--- src/lhd_consts.vh ---
`ifndef LHD_CONSTS_VH
`define LHD_CONSTS_VH

// ----------------------------------------
// Register offsets (byte addresses)
// ----------------------------------------
`define LHD_REG_CTRL 4'h0
`define LHD_REG_STATUS 4'h4
`define LHD_REG_PROG 4'h8
`define LHD_REG_RUN 4'hC

// ----------------------------------------
// Control register fields
// ----------------------------------------
`define LHD_CTRL_GATE_FITTED 0
`define LHD_CTRL_QCW_FITTED 1
`define LHD_CTRL_RESET 8'h00

// ----------------------------------------
// Status register fields
// ----------------------------------------
`define LHD_ST_POWER 0
`define LHD_ST_GATE_OPEN 1
`define LHD_ST_GATE_LSB 2
`define LHD_ST_QCW 4
`define LHD_ST_ANALOG 5
`define LHD_ST_RUNNING 6

// ----------------------------------------
// Gate selection codes
// ----------------------------------------
`define LHD_GATE_CLOSE 4'h0
`define LHD_GATE_ONE 4'h1
`define LHD_GATE_TWO 4'h2
`define LHD_GATE_THREE 4'h3

// ----------------------------------------
// Widths
// ----------------------------------------
`define LHD_PROG_W 7
`define LHD_SYNC_W 14

`endif

--- src/lhd_sync.v ---
`timescale 1ns/100ps
// Two-stage synchroniser for a bundle of levels
module lhd_sync #(
   parameter W = 1
) (
   input wire clk_i,
   input wire rst_i,
   input wire ce_i,
   input wire [W-1:0] d_i,
   output wire [W-1:0] q_o
);
   reg [W-1:0] meta_reg;
   reg [W-1:0] sync_reg;

   // First stage read only by second stage
   always @(posedge clk_i) begin
      if (rst_i) begin
         meta_reg <= {W{1'b0}};
         sync_reg <= {W{1'b0}};
      end else if (ce_i) begin
         meta_reg <= d_i;
         sync_reg <= meta_reg;
      end
   end

   assign q_o = sync_reg;
endmodule // lhd_sync

--- src/lhd_edge.v ---
`timescale 1ns/100ps
// Rising and falling edge detector on a synchronised level
module lhd_edge (
   input wire clk_i,
   input wire rst_i,
   input wire ce_i,
   input wire d_i,
   output wire rise_o,
   output wire fall_o
);
   reg prev_reg;

   // Previous sample
   always @(posedge clk_i) begin
      if (rst_i) begin
         prev_reg <= 1'b0;
      end else if (ce_i) begin
         prev_reg <= d_i;
      end
   end

   assign rise_o = ce_i & d_i & ~prev_reg;
   assign fall_o = ce_i & ~d_i & prev_reg;
endmodule // lhd_edge

--- src/lhd_decoder.v ---
// Behaviour
// RULE1: The seven program lines form a number with the lowest line as bit zero and the rest as bits one to six.
// RULE2: A rising edge on the drive power request switches the main drive power on.
// RULE3: A falling edge on the drive power request switches the main drive power off.
// RULE4: Gate code 0000 closes the gate and 0001, 0010, 0011 open gate one, two and three.
// RULE5: The first gate line is the least and the fourth the most significant bit of the code.
// RULE6: Gate decode acts only on gate-fitted units and the lines are ignored otherwise.
// RULE7: The pulsed mode enable acts only on units with that mode and is reserved otherwise.
// RULE8: A rising edge on the execute trigger runs the stored program whose index is the program number.
// RULE9: Program zero with analog select high sets power from the analog value instead of a program.
// RULE10: Every control input passes two synchronising flip-flops before edge detection or decoding.
//
// Local design decisions: the placing of the registers and the Wishbone register port.
`timescale 1ns/100ps
`include "lhd_consts.vh"

module lhd_decoder (
   input wire clk_i,
   input wire rst_i,
   input wire ce_i,
   // Wishbone slave
   input wire cyc_i,
   input wire stb_i,
   input wire we_i,
   input wire [3:0] adr_i,
   input wire [3:0] sel_i,
   input wire [31:0] dat_i,
   output reg [31:0] dat_o,
   output reg ack_o,
   // Controller lines
   input wire prog_num_bit0_i,
   input wire [5:0] prog_num_bits_high_i,
   input wire drive_power_request_i,
   input wire [3:0] gate_select_code_i,
   input wire pulsed_mode_enable_i,
   input wire program_execute_trigger_i,
   input wire analog_power_select_i,
   // Decoded outputs
   output reg main_power_on_o,
   output reg gate_open_o,
   output reg [1:0] gate_index_o,
   output reg pulsed_mode_o,
   output reg analog_mode_o,
   output reg program_start_o,
   output reg [6:0] program_index_o
);

   // ----------------------------------------
   // Input synchronisers
   // ----------------------------------------
   // Synchronised fields and edge strobes
   wire [13:0] raw_in;
   wire [13:0] syn;
   wire [6:0] prog_num;
   wire [3:0] gate_code;
   wire pwr_req;
   wire qcw_req;
   wire exec_req;
   wire analog_req;
   wire pwr_rise;
   wire pwr_fall;
   wire exec_rise;
   wire exec_fall;

   // Raw lines gathered into one bundle
   assign raw_in = {analog_power_select_i, program_execute_trigger_i, pulsed_mode_enable_i,
                    drive_power_request_i, gate_select_code_i, prog_num_bits_high_i};

   // Two flops on every control line except program bit zero
   lhd_sync #(.W(`LHD_SYNC_W)) u_sync_ctl ( // see RULE10
      .clk_i(clk_i),
      .rst_i(rst_i),
      .ce_i(ce_i),
      .d_i(raw_in),
      .q_o(syn)
   );

   // Program bit zero on a synchroniser of its own
   wire prog0_syn;
   lhd_sync #(.W(1)) u_sync_bit0 ( // see RULE10
      .clk_i(clk_i),
      .rst_i(rst_i),
      .ce_i(ce_i),
      .d_i(prog_num_bit0_i),
      .q_o(prog0_syn)
   );

   // Field split, lowest line as bit zero
   assign prog_num = {syn[5:0], prog0_syn}; // see RULE1
   assign gate_code = syn[9:6]; // see RULE5
   assign pwr_req = syn[10];
   assign qcw_req = syn[11];
   assign exec_req = syn[12];
   assign analog_req = syn[13];

   // ----------------------------------------
   // Edge detection
   // ----------------------------------------
   // Drive power request edges
   lhd_edge u_edge_pwr (
      .clk_i(clk_i),
      .rst_i(rst_i),
      .ce_i(ce_i),
      .d_i(pwr_req),
      .rise_o(pwr_rise),
      .fall_o(pwr_fall)
   );

   // Execute trigger edges; the fall ends the run
   lhd_edge u_edge_exec (
      .clk_i(clk_i),
      .rst_i(rst_i),
      .ce_i(ce_i),
      .d_i(exec_req),
      .rise_o(exec_rise),
      .fall_o(exec_fall)
   );

   // ----------------------------------------
   // Control register and run counter
   // ----------------------------------------
   // Option flags, run count and running state
   reg [7:0] ctrl_reg;
   reg [15:0] run_count_reg;
   reg running_reg;
   wire gate_fitted;
   wire qcw_fitted;
   wire bus_req;

   // Fitted options and a request not yet answered
   assign gate_fitted = ctrl_reg[`LHD_CTRL_GATE_FITTED];
   assign qcw_fitted = ctrl_reg[`LHD_CTRL_QCW_FITTED];
   assign bus_req = cyc_i & stb_i & ~ack_o;

   // ----------------------------------------
   // Main power switching
   // ----------------------------------------
   reg main_power_next;

   // Request edges switch power, a level alone changes nothing
   always @* begin
      main_power_next = main_power_on_o;
      if (pwr_rise) begin
         main_power_next = 1'b1; // see RULE2
      end else if (pwr_fall) begin
         main_power_next = 1'b0; // see RULE3
      end
   end

   // Power state register
   always @(posedge clk_i) begin
      if (rst_i) begin
         main_power_on_o <= 1'b0;
      end else if (ce_i) begin
         main_power_on_o <= main_power_next;
      end
   end

   // ----------------------------------------
   // Gate decode and pulsed mode
   // ----------------------------------------
   reg gate_open_next;
   reg [1:0] gate_index_next;

   // Code to open flag and index; standard units keep the gate shut
   always @* begin
      gate_open_next = 1'b0;
      gate_index_next = 2'h0;
      if (gate_fitted) begin // see RULE6
         case (gate_code) // see RULE4
            `LHD_GATE_CLOSE: begin
               gate_open_next = 1'b0;
               gate_index_next = 2'h0;
            end
            `LHD_GATE_ONE: begin
               gate_open_next = 1'b1;
               gate_index_next = 2'h1;
            end
            `LHD_GATE_TWO: begin
               gate_open_next = 1'b1;
               gate_index_next = 2'h2;
            end
            `LHD_GATE_THREE: begin
               gate_open_next = 1'b1;
               gate_index_next = 2'h3;
            end
            default: begin
               // Undefined codes shut the gate
               gate_open_next = 1'b0;
               gate_index_next = 2'h0;
            end
         endcase
      end
   end

   // Registered gate state and pulsed mode level
   always @(posedge clk_i) begin
      if (rst_i) begin
         gate_open_o <= 1'b0;
         gate_index_o <= 2'h0;
         pulsed_mode_o <= 1'b0;
      end else if (ce_i) begin
         gate_open_o <= gate_open_next;
         gate_index_o <= gate_index_next;
         pulsed_mode_o <= qcw_fitted & qcw_req; // see RULE7
      end
   end

   // ----------------------------------------
   // Program execution and analog mode
   // ----------------------------------------
   wire analog_pick;

   // Program zero with analog select takes power from the analog input
   assign analog_pick = (prog_num == 7'h00) & analog_req; // see RULE9

   // Start pulse, index capture, run count and running flag
   always @(posedge clk_i) begin
      if (rst_i) begin
         program_start_o <= 1'b0;
         program_index_o <= 7'h00;
         analog_mode_o <= 1'b0;
         running_reg <= 1'b0;
         run_count_reg <= 16'h0000;
      end else if (ce_i) begin
         program_start_o <= 1'b0;
         if (exec_rise) begin
            running_reg <= 1'b1;
            run_count_reg <= run_count_reg + 16'h0001;
            if (analog_pick) begin
               analog_mode_o <= 1'b1; // see RULE9
            end else begin
               // Stored program: pulse start and latch the index
               analog_mode_o <= 1'b0;
               program_start_o <= 1'b1; // see RULE8
               program_index_o <= prog_num; // see RULE8
            end
         end else if (exec_fall) begin
            running_reg <= 1'b0;
            analog_mode_o <= 1'b0;
         end
      end
   end

   // ----------------------------------------
   // Register read multiplexer
   // ----------------------------------------
   reg [31:0] status_word;
   reg [31:0] rd_word;
   wire ctrl_wr;

   // Status fields placed at their bit positions
   always @* begin
      status_word = 32'h00000000;
      status_word[`LHD_ST_POWER] = main_power_on_o;
      status_word[`LHD_ST_GATE_OPEN] = gate_open_o;
      status_word[`LHD_ST_GATE_LSB +: 2] = gate_index_o;
      status_word[`LHD_ST_QCW] = pulsed_mode_o;
      status_word[`LHD_ST_ANALOG] = analog_mode_o;
      status_word[`LHD_ST_RUNNING] = running_reg;
   end

   // Addressed register, zero for unmapped offsets
   always @* begin
      rd_word = 32'h00000000;
      case (adr_i)
         `LHD_REG_CTRL: begin
            rd_word = {24'h000000, ctrl_reg};
         end
         `LHD_REG_STATUS: begin
            rd_word = status_word;
         end
         `LHD_REG_PROG: begin
            rd_word = {21'h000000, gate_code, prog_num};
         end
         `LHD_REG_RUN: begin
            rd_word = {16'h0000, run_count_reg};
         end
         default: begin
            rd_word = 32'h00000000;
         end
      endcase
   end

   // ----------------------------------------
   // Wishbone slave, ack one cycle after the request
   // ----------------------------------------
   // Write lands on the edge where the master sees ack high
   assign ctrl_wr = ack_o & cyc_i & stb_i & we_i & sel_i[0] & (adr_i == `LHD_REG_CTRL);

   // Registered ack and read data; ack masks a second take
   always @(posedge clk_i) begin
      if (rst_i) begin
         ack_o <= 1'b0;
         dat_o <= 32'h00000000;
         ctrl_reg <= `LHD_CTRL_RESET;
      end else if (ce_i) begin
         ack_o <= bus_req;
         if (bus_req) begin
            dat_o <= rd_word;
         end
         if (ctrl_wr) begin
            ctrl_reg <= dat_i[7:0];
         end
      end
   end

endmodule // lhd_decoder

--- config.mk ---
export PLATFORM = sky130hd
export DESIGN_NAME = lhd_decoder
export DESIGN_NICKNAME = d
export VERILOG_FILES = /design/src/lhd_sync.v /design/src/lhd_edge.v /design/src/lhd_decoder.v
export VERILOG_INCLUDE_DIRS = /design/src
export SDC_FILE = /design/constraint.sdc
export NUM_CORES = 1
export LEC_CHECK = 0
export ABC_AREA = 1
export BUFFER_PORTS_ARGS = -buffer_cell sky130_fd_sc_hd__buf_2
export CAP_MARGIN = 0
export CORE_MARGIN = 3
export CORE_UTILIZATION = 47
export CTS_CLUSTER_SIZE = 25
export DETAILED_ROUTE_END_ITERATION = 8
export GPL_TIMING_DRIVEN = 0
export HOLD_SLACK_MARGIN = 0.03
export MAX_ROUTING_LAYER = met4
export PLACE_DENSITY_LB_ADDON = 0.08
export SLEW_MARGIN = 15
export SYNTH_ARGS = -nofsm -noshare
export SYNTH_HDL_FRONTEND = slang
export SYNTH_SLANG_ARGS = --single-unit
export TNS_END_PERCENT = 5
--- constraint.sdc ---
create_clock -name clk_i -period 1.3 [get_ports clk_i]
set_input_delay 0.325 -clock clk_i [delete_from_list [all_inputs] [get_ports clk_i]]
set_output_delay 0.325 -clock clk_i [all_outputs]
set_load 0.01 [all_outputs]
==> Word level (Yosys, flattened, before mapping) <==
Cells that the tools add are included.
{ "word_totals": {"in_bits": 61, "word_cells": 72, "ram_bits": 0, "out_inout_bits": 47, "mem_count": 0, "ff_bits": 104, "mem_bits_ro": 0, "latch_bits": 0} }
{ "op_classes": {"shifts": 0, "eq_ne": 6, "n_reduce_logical": 11, "div": 0, "order_cmp": 0, "multipliers": 0, "bitwise": 23, "addsub": 1, "muxes": 13} }
{ "op_table": {"columns": ["cell", "count"], "rows": [
  ["16-bit case mux with 4 select lines", 1],
  ["1-bit AND", 17],
  ["16-bit by 1-bit adder with 16-bit output (second input constant)", 1],
  ["1-bit 2-to-1 mux", 10],
  ["2-bit AND reduction", 5],
  ["4-bit by 2-bit equality test with 1-bit output (second input constant)", 2],
  ["4-bit equality test (second input constant)", 2],
  ["7-bit logical NOT", 1],
  ["1-bit inverter", 6],
  ["2-bit case mux with 3 select lines", 1],
  ["4-bit by 1-bit equality test with 1-bit output (second input constant)", 1],
  ["4-bit by 3-bit equality test with 1-bit output (second input constant)", 1],
  ["4-bit logical NOT", 1],
  ["2-bit nonzero test", 2],
  ["3-bit AND reduction", 1],
  ["3-bit OR reduction", 1],
  ["2-bit 2-to-1 mux", 1]
]} }

==> Logic depth before layout (Yosys ltp) <==
Gate-level depths: netlist of the first run.
{ "logic_depth": {"ltp_word": 6, "mapped_depth": 9, "depth_no_buf": 9} }

==> By module <==
From an unflattened synthesis of the first run, not the netlist that was laid out.
{ "hier_totals": {"hier_cells": 608, "area_unflattened_um2": 4151.5} }
{ "by_module_without_submodules": {"columns": ["module", "area_per_inst_um2", "cells_each", "n_inst", "seq_area_each_um2"], "rows": [
  ["lhd_decoder", 2798.9, 402, 1, 1121.1],
  ["lhd_sync (u_sync_ctl)", 1161.1, 177, 1, 560.5],
  ["lhd_edge", 53.8, 8, 2, 20.0],
  ["lhd_sync (u_sync_bit0)", 83.8, 13, 1, 40.0]
]} }

==> Worst setup path before layout of the first run <==
Ideal clock, no wire load.
{ "synth_timing": {"path_kind": "reg2reg", "from": "register run_count_reg[0]", "to": "register run_count_reg[12]", "period_less_slack_ns": 1.258, "path_buffers": 0, "stages_incl_launch_ff": 9, "arrival_time_ns": 1.145, "slack_ns": 0.042, "required_time_ns": 1.187, "setup_time_ns": 0.113, "cell_sequence": "dfxtp_1 -> ha_1 -> inv_1 -> nor2_1 -> nand2_2 -> nor2_2 -> nand2_1 -> o21ai_1 -> nor2_1"} }
{ "synth_between": {"elab_chain_cells": 1} }
{ "synth_rtl": {"columns": ["element", "line", "rtl"], "rows": [
  ["start, declared", "lhd_decoder.v:124", "reg [15:0] run_count_reg;"],
  ["start signal, assigned", "lhd_decoder.v:229", "run_count_reg <= run_count_reg + 16'h0001;"],
  ["16-bit by 1-bit adder with 16-bit output", "lhd_decoder.v:229", null]
]} }
Every way passes these cells.
A chain may end at the register's enable or synchronous reset.

==> Worst setup path after layout of the first run <==
{ "layout_timing": {"from": "register u_sync_ctl.sync_reg[12] (netlist: u_sync_ctl.q_o[12])", "to": "register run_count_reg[12]"} }
{ "layout_between": {"elab_chain_cells": 3} }
{ "layout_rtl": {"columns": ["element", "line", "rtl"], "rows": [
  ["start, declared", "lhd_sync.v:13", "reg [W-1:0] sync_reg;"],
  ["start signal, assigned", "lhd_sync.v:19", "sync_reg <= {W{1'b0}};"],
  ["start signal, assigned", "lhd_sync.v:22", "sync_reg <= meta_reg;"],
  ["1-bit AND (2 in a row)", "lhd_edge.v:22", "assign rise_o = ce_i & d_i & ~prev_reg;"],
  ["2-bit AND reduction (no source line)", null, null]
]} }
Every way passes these cells.

==> summary.txt, run 1 <==
Synth
  • Ys Warns: 0
  • Synth Area in Simple Gates: 0.2843
  • Post-synthesis cell count: 534
  • Async SR Flop Fraction: 0
  • Synth Area in Adders: 0.003283
  • Cell variety after synth: 26
  • Ys flop type: dfxtp_1
  • Syn Area/Cell: 7.137 um^2
  • Post-synth EDFFs: 0
  • Xor/xnor share of the synthesized area: 0
  • Largest family of logic cells by synthesized area: simple AND/OR/NAND/NOR gates
  • Mux contribution to synthesized area: 0
  • Compound-Gate Fraction of Synth Area: 0.1540
  • Mapped Area: 0.003811 mm^2
  • Seq/Total Area, Yosys: 0.4622
  • Yosys reg bits: 88

Worst setup path
  • Crit-path cells: nand2_4 -> nor2_4 -> buf_6 -> nand2_4 -> nor2_4 -> nand2_2 -> o21ai_1 -> nor2_1
  • Crit-path max cell delay: 0.39 ns
  • Critical Path AT: 1.59 ns
  • Slowest CP cell: dfxtp_4
  • Critical path capture point type: register
  • Crit path kind: reg -> reg
  • CP Max Fanout: 6
  • CP required: 1.56 ns
  • Crit path launch type: register

Detailed routing
  • Drt first pass iters: 5
  • DR top layer: met4
  • Average vias per placed instance: 5.155
  • WL met2: 4532 um
  • Antenna-violating nets left: 0
  • Post-Route M1 WL: 4787 um
  • Iter 0 DRT Violations: 251
  • Final WL: 10140 um
  • Drt drc: 0
  • Metal3 WL: 646 um
  • DR vias: 3799
  • WL/cell: 13.75 um

Timing
  • Setup_tns: -0.03316 ns
  • Final hold vios: 0
  • Tmin final: 1.332 ns
  • # setup viols final: 2
  • Tightest Pin Transition: 0.5199 ns
  • RSZ-0062 raised after global routing: yes
  • Max Freq: 750.5 MHz
  • Worst slew margin: 0.6534
  • Final Worst Setup Slack: -0.03240 ns
  • Setup Skew: 0.007408 ns
  • Final Max Tran Viols: 0
  • Fin crit share: 1.025

Floorplan
  • Initial Util: 0.4881
  • Die W: 96.05 um
  • Row count: 32
  • Io pins: 108
  • DIE HEIGHT: 96.05 um
  • Die area: 0.009226 mm^2
  • Core area: 0.007807 mm^2

Clock tree
  • CTS tree: yes
  • H-tree Lvls: 3
  • Sink Count: 88
  • Clock buffer depth: 2
  • Root buffer cell: clkbuf_8
  • CTS Hold Bufs: 0
  • Worst skew pair latency: 0.36 ns
  • Num CTS Buffers: 9
  • Clk pin slew, worst setup/hold paths: 0.09 ns

Power and ir drop
  • Overall power: 0.005612 W
  • Clk pwr share: 0.409
  • Logic pwr share: 0.086
  • Internal power: 0.004284 W
  • Seq pwr share: 0.505
  • Leakage power: 2.093 nW
  • Switch Pwr: 0.001328 W
  • Sw Ratio: 0.2367
  • PD cells: 1184 mW/mm^2
  • Peak VDD IR: 0.6742 mV

Final layout
  • Commonest non-fill, non-tap cell in the layout: nor2_1
  • Design area: 0.004738 mm^2
  • Most frequent cells in the layout: 100 x nor2_1, 83 x dfxtp_1, 80 x nand2_1, 70 x buf_2, 57 x o21ai_0
  • Diode count: 0
  • Post-layout util: 0.6069
  • Nets: 692
  • Layout area overhead: 24.33%
  • Fraction of layout cells with a size suffix above 1: 0.2220

Global routing
  • Initial antenna violation count: 0
  • Remaining Overflow, GRT: 0
  • Vias in the first global route: 3363
  • First-pass GRT wire length: 16060 um
  • Largest net degree at the start of global routing: 15
  • Gr usage total: 0.2328

Outcome
  • Violated checks: negative setup slack
  • Outcome: finished with violations

Placed design
  • Dpl hpwl: 7558 um
  • DP Area: 0.004315 mm^2
  • Pre-CTS setup slack: -0.4699 ns
  • PortBufs: 64
  • Final Wtd Congestion: 0.8937

Min path
  • Worst min path class: in -> reg

Flow run
  • Max_cap viols: 0
-- through the flow --
step | cells | hold slack (ns)
floorplan | 549 | 0.4311
global placement | 715 | 0.4464
detailed placement | 715 | 0.4536
CTS | 731 | 0.1783
global route | 737 | 0.1880
finish | 737 | 0.1848
-- power by group through the flow --
stage               Combinational (W)  Sequential [W]  Clock (W)
detailed placement           0.000443         0.00289          0
global route                 0.000546         0.00284    0.00244
global placement             0.000434         0.00289          0
CTS                          0.000449         0.00283    0.00232
floorplan                    0.000296         0.00288          0
finish                       0.000482         0.00284    0.00229
-- cell families after synthesis --
logic type | Yosys count
compound gates | 113
buf+inv | 77
fa+ha+maj | 1
simple gates | 254
other cells | 1
flops | 88
-- layout make-up --
| cell class | count | area (um^2) |
|---|---|---|
| timing repair buffer | 70 | 369.1 |
| tap | 102 | 127.6 |
| clock inverter | 5 | 103.9 |
| multi-input combinational | 384 | 1853 |
| inverter | 39 | 146.4 |
| buffer | 38 | 221.5 |
| clock buffer | 11 | 141.4 |
| sequential | 88 | 1775 |
| fill | 769 | 3069 |
-- worst max-delay path, delay by kind of cell (launching register included) --
| kind | cells | cell delay (ns) |
|---|---|---|
| simple gates | 6 | 0.59 |
| flops | 1 | 0.39 |
| buf+inv | 1 | 0.13 |
| compound gates | 1 | 0.12 |
-- Yosys cell counts, drive strengths merged, types with 5 or more instances --
master / n / area [um^2]
nor2: 110 / 437.9
dfxtp: 88 / 1762
nand2: 86 / 327.8
o21ai: 62 / 310.3
nand3: 44 / 220.2
a21oi: 42 / 210.2
inv: 39 / 146.4
buf: 24 / 162.7
clkbuf: 14 / 53.80
nand4: 7 / 43.79
a22oi: 6 / 45.04
nor3: 5 / 25.02
-- repair_timing --
action,CTS,global route
buffers inserted,0,6
resized for setup,10,29
pin swaps,0,8
setup endpoints to repair,31,39
-- metal layers --
metal	GRT usage	vias to the layer above
li1	-	1918
met1	0.3176	1740
met2	0.3496	124
met3	0.04222	17
met4	0.07464	0
met5	-	-
-- worst paths after layout --
kind | cells past startpoint | end | from | slack, ns
max | 8 | run_count_reg[12] | u_sync_ctl.q_o[12] | -0.03
min | 3 | u_sync_bit0.meta_reg | prog_num_bit0_i | 0.18
max reg2reg | 8 | run_count_reg[12] | u_sync_ctl.q_o[12] | -0.03
min reg2reg | 2 | program_index_o[2] | program_index_o[2] | 0.46
(Power assumes the default switching activity.)
==> run 2, diff against run 1 <==
--- a/config.mk
+++ b/config.mk
@@ -9,14 +9,16 @@
 export ABC_AREA = 1
 export BUFFER_PORTS_ARGS = -buffer_cell sky130_fd_sc_hd__buf_2
 export CAP_MARGIN = 0
+export CELL_PAD_IN_SITES_DETAIL_PLACEMENT = 1
+export CELL_PAD_IN_SITES_GLOBAL_PLACEMENT = 1
 export CORE_MARGIN = 3
-export CORE_UTILIZATION = 47
+export CORE_UTILIZATION = 33
 export CTS_CLUSTER_SIZE = 25
 export DETAILED_ROUTE_END_ITERATION = 8
 export GPL_TIMING_DRIVEN = 0
 export HOLD_SLACK_MARGIN = 0.03
 export MAX_ROUTING_LAYER = met4
-export PLACE_DENSITY_LB_ADDON = 0.08
+export PLACE_DENSITY = 0.87
 export SLEW_MARGIN = 15
 export SYNTH_ARGS = -nofsm -noshare
 export SYNTH_HDL_FRONTEND = slang
==> run 2 against run 1 <==
The run still ends with negative setup slack left. Highest routed layer unchanged. Largest cell class unchanged. Design area is 4.6% higher. Cell count increased by 6.1%. Flip-flop and latch count unchanged. Power rose by 8.3%. Clock power rose by 18%.
==> summary.txt, run 2 (synthesis results as in run 1) <==
Outcome
  • Outcome: finished with violations
  • Violated checks: negative setup slack

Timing
  • Max Freq: 747.0 MHz (-0.46%)
  • Final Worst Setup Slack: -0.03862 ns (-0.006216 ns)
  • Final Max Tran Viols: 0 (unchanged)
  • Fin crit share: 1.030 (+0.004781)
  • Setup Skew: 0.01379 ns (+0.006386 ns)
  • Worst slew margin: 0.6091 (-0.04435)
  • Tmin final: 1.339 ns (+0.006216 ns)
  • RSZ-0062 raised after global routing: yes
  • # setup viols final: 9 (+7)
  • Tightest Pin Transition: 0.5864 ns (+0.06653 ns)
  • Setup_tns: -0.1414 ns (-0.1082 ns)
  • Final hold vios: 0 (unchanged)

Floorplan
  • Core area: 0.01108 mm^2 (+42%)
  • Die area: 0.01287 mm^2 (+40%)
  • Io pins: 108 (unchanged)
  • Die W: 113.5 um (+18%)
  • DIE HEIGHT: 113.5 um (+18%)
  • Initial Util: 0.3440 (-0.1441)
  • Row count: 38 (+19%)

Worst setup path
  • CP top delay family: simple AND/OR/NAND/NOR gates
  • Critical path capture point type: register
  • Most Frequent Cell on Critical Path: inv_1
  • Critical Path AT: 1.62 ns (+0.03 ns)
  • Crit-path cells: ha_4 -> inv_1 -> nor2_2 -> nand2_2 -> nor2_4 -> nand3_1 -> nand2_1 -> inv_1 -> nor2_1
  • Crit path launch type: register
  • WP buf/inv: 2 (+1)
  • Crit path kind: reg -> reg
  • CP Max Fanout: 4 (-2)
  • Slowest CP cell: dfxtp_4
  • Crit-path max cell delay: 0.39 ns (about the same)
  • CP required: 1.58 ns (+0.02 ns)

Flow run
  • Max_cap viols: 0 (unchanged)

Detailed routing
  • DR vias: 4046 (+6.5%)
  • WL/cell: 17.26 um (+26%)
  • Average vias per placed instance: 5.174 (+0.37%)
  • Iter 0 DRT Violations: 238 (-5.2%)
  • Antenna-violating nets left: 0 (unchanged)
  • Drt first pass iters: 4 (-1)
  • Final WL: 13500 um (+33%)
  • Drt drc: 0 (unchanged)

Final layout
  • Layout area overhead: 30.11%
  • Fraction of layout cells with a size suffix above 1: 0.2523 (+0.03029)
  • Nets: 699 (+1.0%)
  • Footprint of the multi-input gates: 0.001893 mm^2 (+2.2%)
  • Most frequent cells in the layout: 98 x nor2_1, 79 x dfxtp_1, 77 x nand2_1, 70 x buf_2, 56 x o21ai_0
  • FF/Latch Area: 0.001780 mm^2 (+0.28%)
  • FILL cells: 1400 (+82%)
  • Diode count: 0 (unchanged)
  • Design area: 0.004959 mm^2 (+4.6%)
  • Commonest non-fill, non-tap cell in the layout: nor2_1

Placed design
  • DP Area: 0.004363 mm^2 (+1.1%)
  • Final Wtd Congestion: 0.8587 (-3.9%)
  • PortBufs: 64 (unchanged)
  • Dpl hpwl: 9023 um (+19%)

Clock tree
  • CTS tree: yes
  • Clock buffer depth: 2 (unchanged)
  • Clk pin slew, worst setup/hold paths: 0.07 ns (-0.02 ns)
  • Worst skew pair latency: 0.35 ns (about the same)
  • CTS Hold Bufs: 0 (unchanged)
  • H-tree Lvls: 3 (unchanged)
  • Root buffer cell: clkbuf_16
  • Sink Count: 88 (unchanged)
  • Num CTS Buffers: 9 (unchanged)

Power and ir drop
  • Peak VDD IR: 0.5983 mV (-11%)
  • PD cells: 1226 mW/mm^2 (+3.5%)
  • Leakage power: 2.186 nW (+4.5%)

Global routing
  • Largest net degree at the start of global routing: 16 (+1)
  • Vias in the first global route: 4057 (+21%)
  • Initial antenna violation count: 0 (unchanged)
  • Gr usage total: 0.1992 (-0.03365)
  • First-pass GRT wire length: 19840 um (+24%)
  • Remaining Overflow, GRT: 0 (unchanged)

Min path
  • Worst min path class: in -> reg
[run 2: tightest hold or removal path, cell delays in order]
cell    delay [ns]
buf_2         0.08
nor2_1        0.03
nor2_1        0.08
[run 2: final cells by class]
type,count,share of cell area
Buffer,38,0.04517
Multi-Input combinational cell,384,0.3818
Inverter,39,0.02952
Clock inverter,5,0.01262
Clock buffer,11,0.04895
Timing Repair Buffer,77,0.08756
Tap cell,140,0.03533
Sequential cell,88,0.3591
[run 2: power by group]
part	switching, W	leakage [nW]	internal [W]	total (W)
registers	0.0000730	0.722	0.00277	0.00285
clock network	0.00114	0.143	0.00156	0.00270
logic	0.000337	1.32	0.000198	0.000535
total	0.00155	2.19	0.00453	0.00608
[run 2: final timing paths]
check	start	end	slack, ns	depth (start not counted)
worst max-delay path	run_count_reg[1]	run_count_reg[12]	-0.04	9
worst min-delay path	prog_num_bits_high_i[3]	u_sync_ctl.meta_reg[3]	0.20	3
worst max register to register	run_count_reg[1]	run_count_reg[12]	-0.04	9
worst min register to register	u_edge_pwr.prev_reg	u_edge_pwr.prev_reg	0.46	2
[run 2: timing repair]
action / CTS / global route
cloned: 0 / 0
pin swaps: 4 / 14
endpoints found under the hold margin: 0 / 0
setup buffers: 4 / 9
gates resized for setup: 22 / 38
endpoints found under the setup margin: 38 / 50
[run 2: per-stage QoR]
stage / util / total power, W / setup slack (ns) / hold slack [ns] / instances
5_1_grt: 0.4476 / 0.006316 / -0.1145 / 0.2060 / 782
4_1_cts: 0.4309 / 0.006048 / -0.006314 / 0.1971 / 773
3_3_place_gp: 0.3938 / 0.003335 / -0.3922 / 0.4404 / 753
2_1_floorplan: - / 0.003172 / 0.04169 / 0.4311 / 549
3_5_place_dp: 0.3938 / 0.003354 / -0.4955 / 0.4582 / 753
6_report: 0.4476 / 0.006079 / -0.03862 / 0.2001 / 782
[run 2: layer usage]
metal  up-vias  wire length (um)  GRT usage
met5         -                 0          -
met4         0               425    0.07853
met3        30               718    0.04085
met2       130              6574     0.3282
met1      1956              5782     0.2389
li1       1930                 -          -
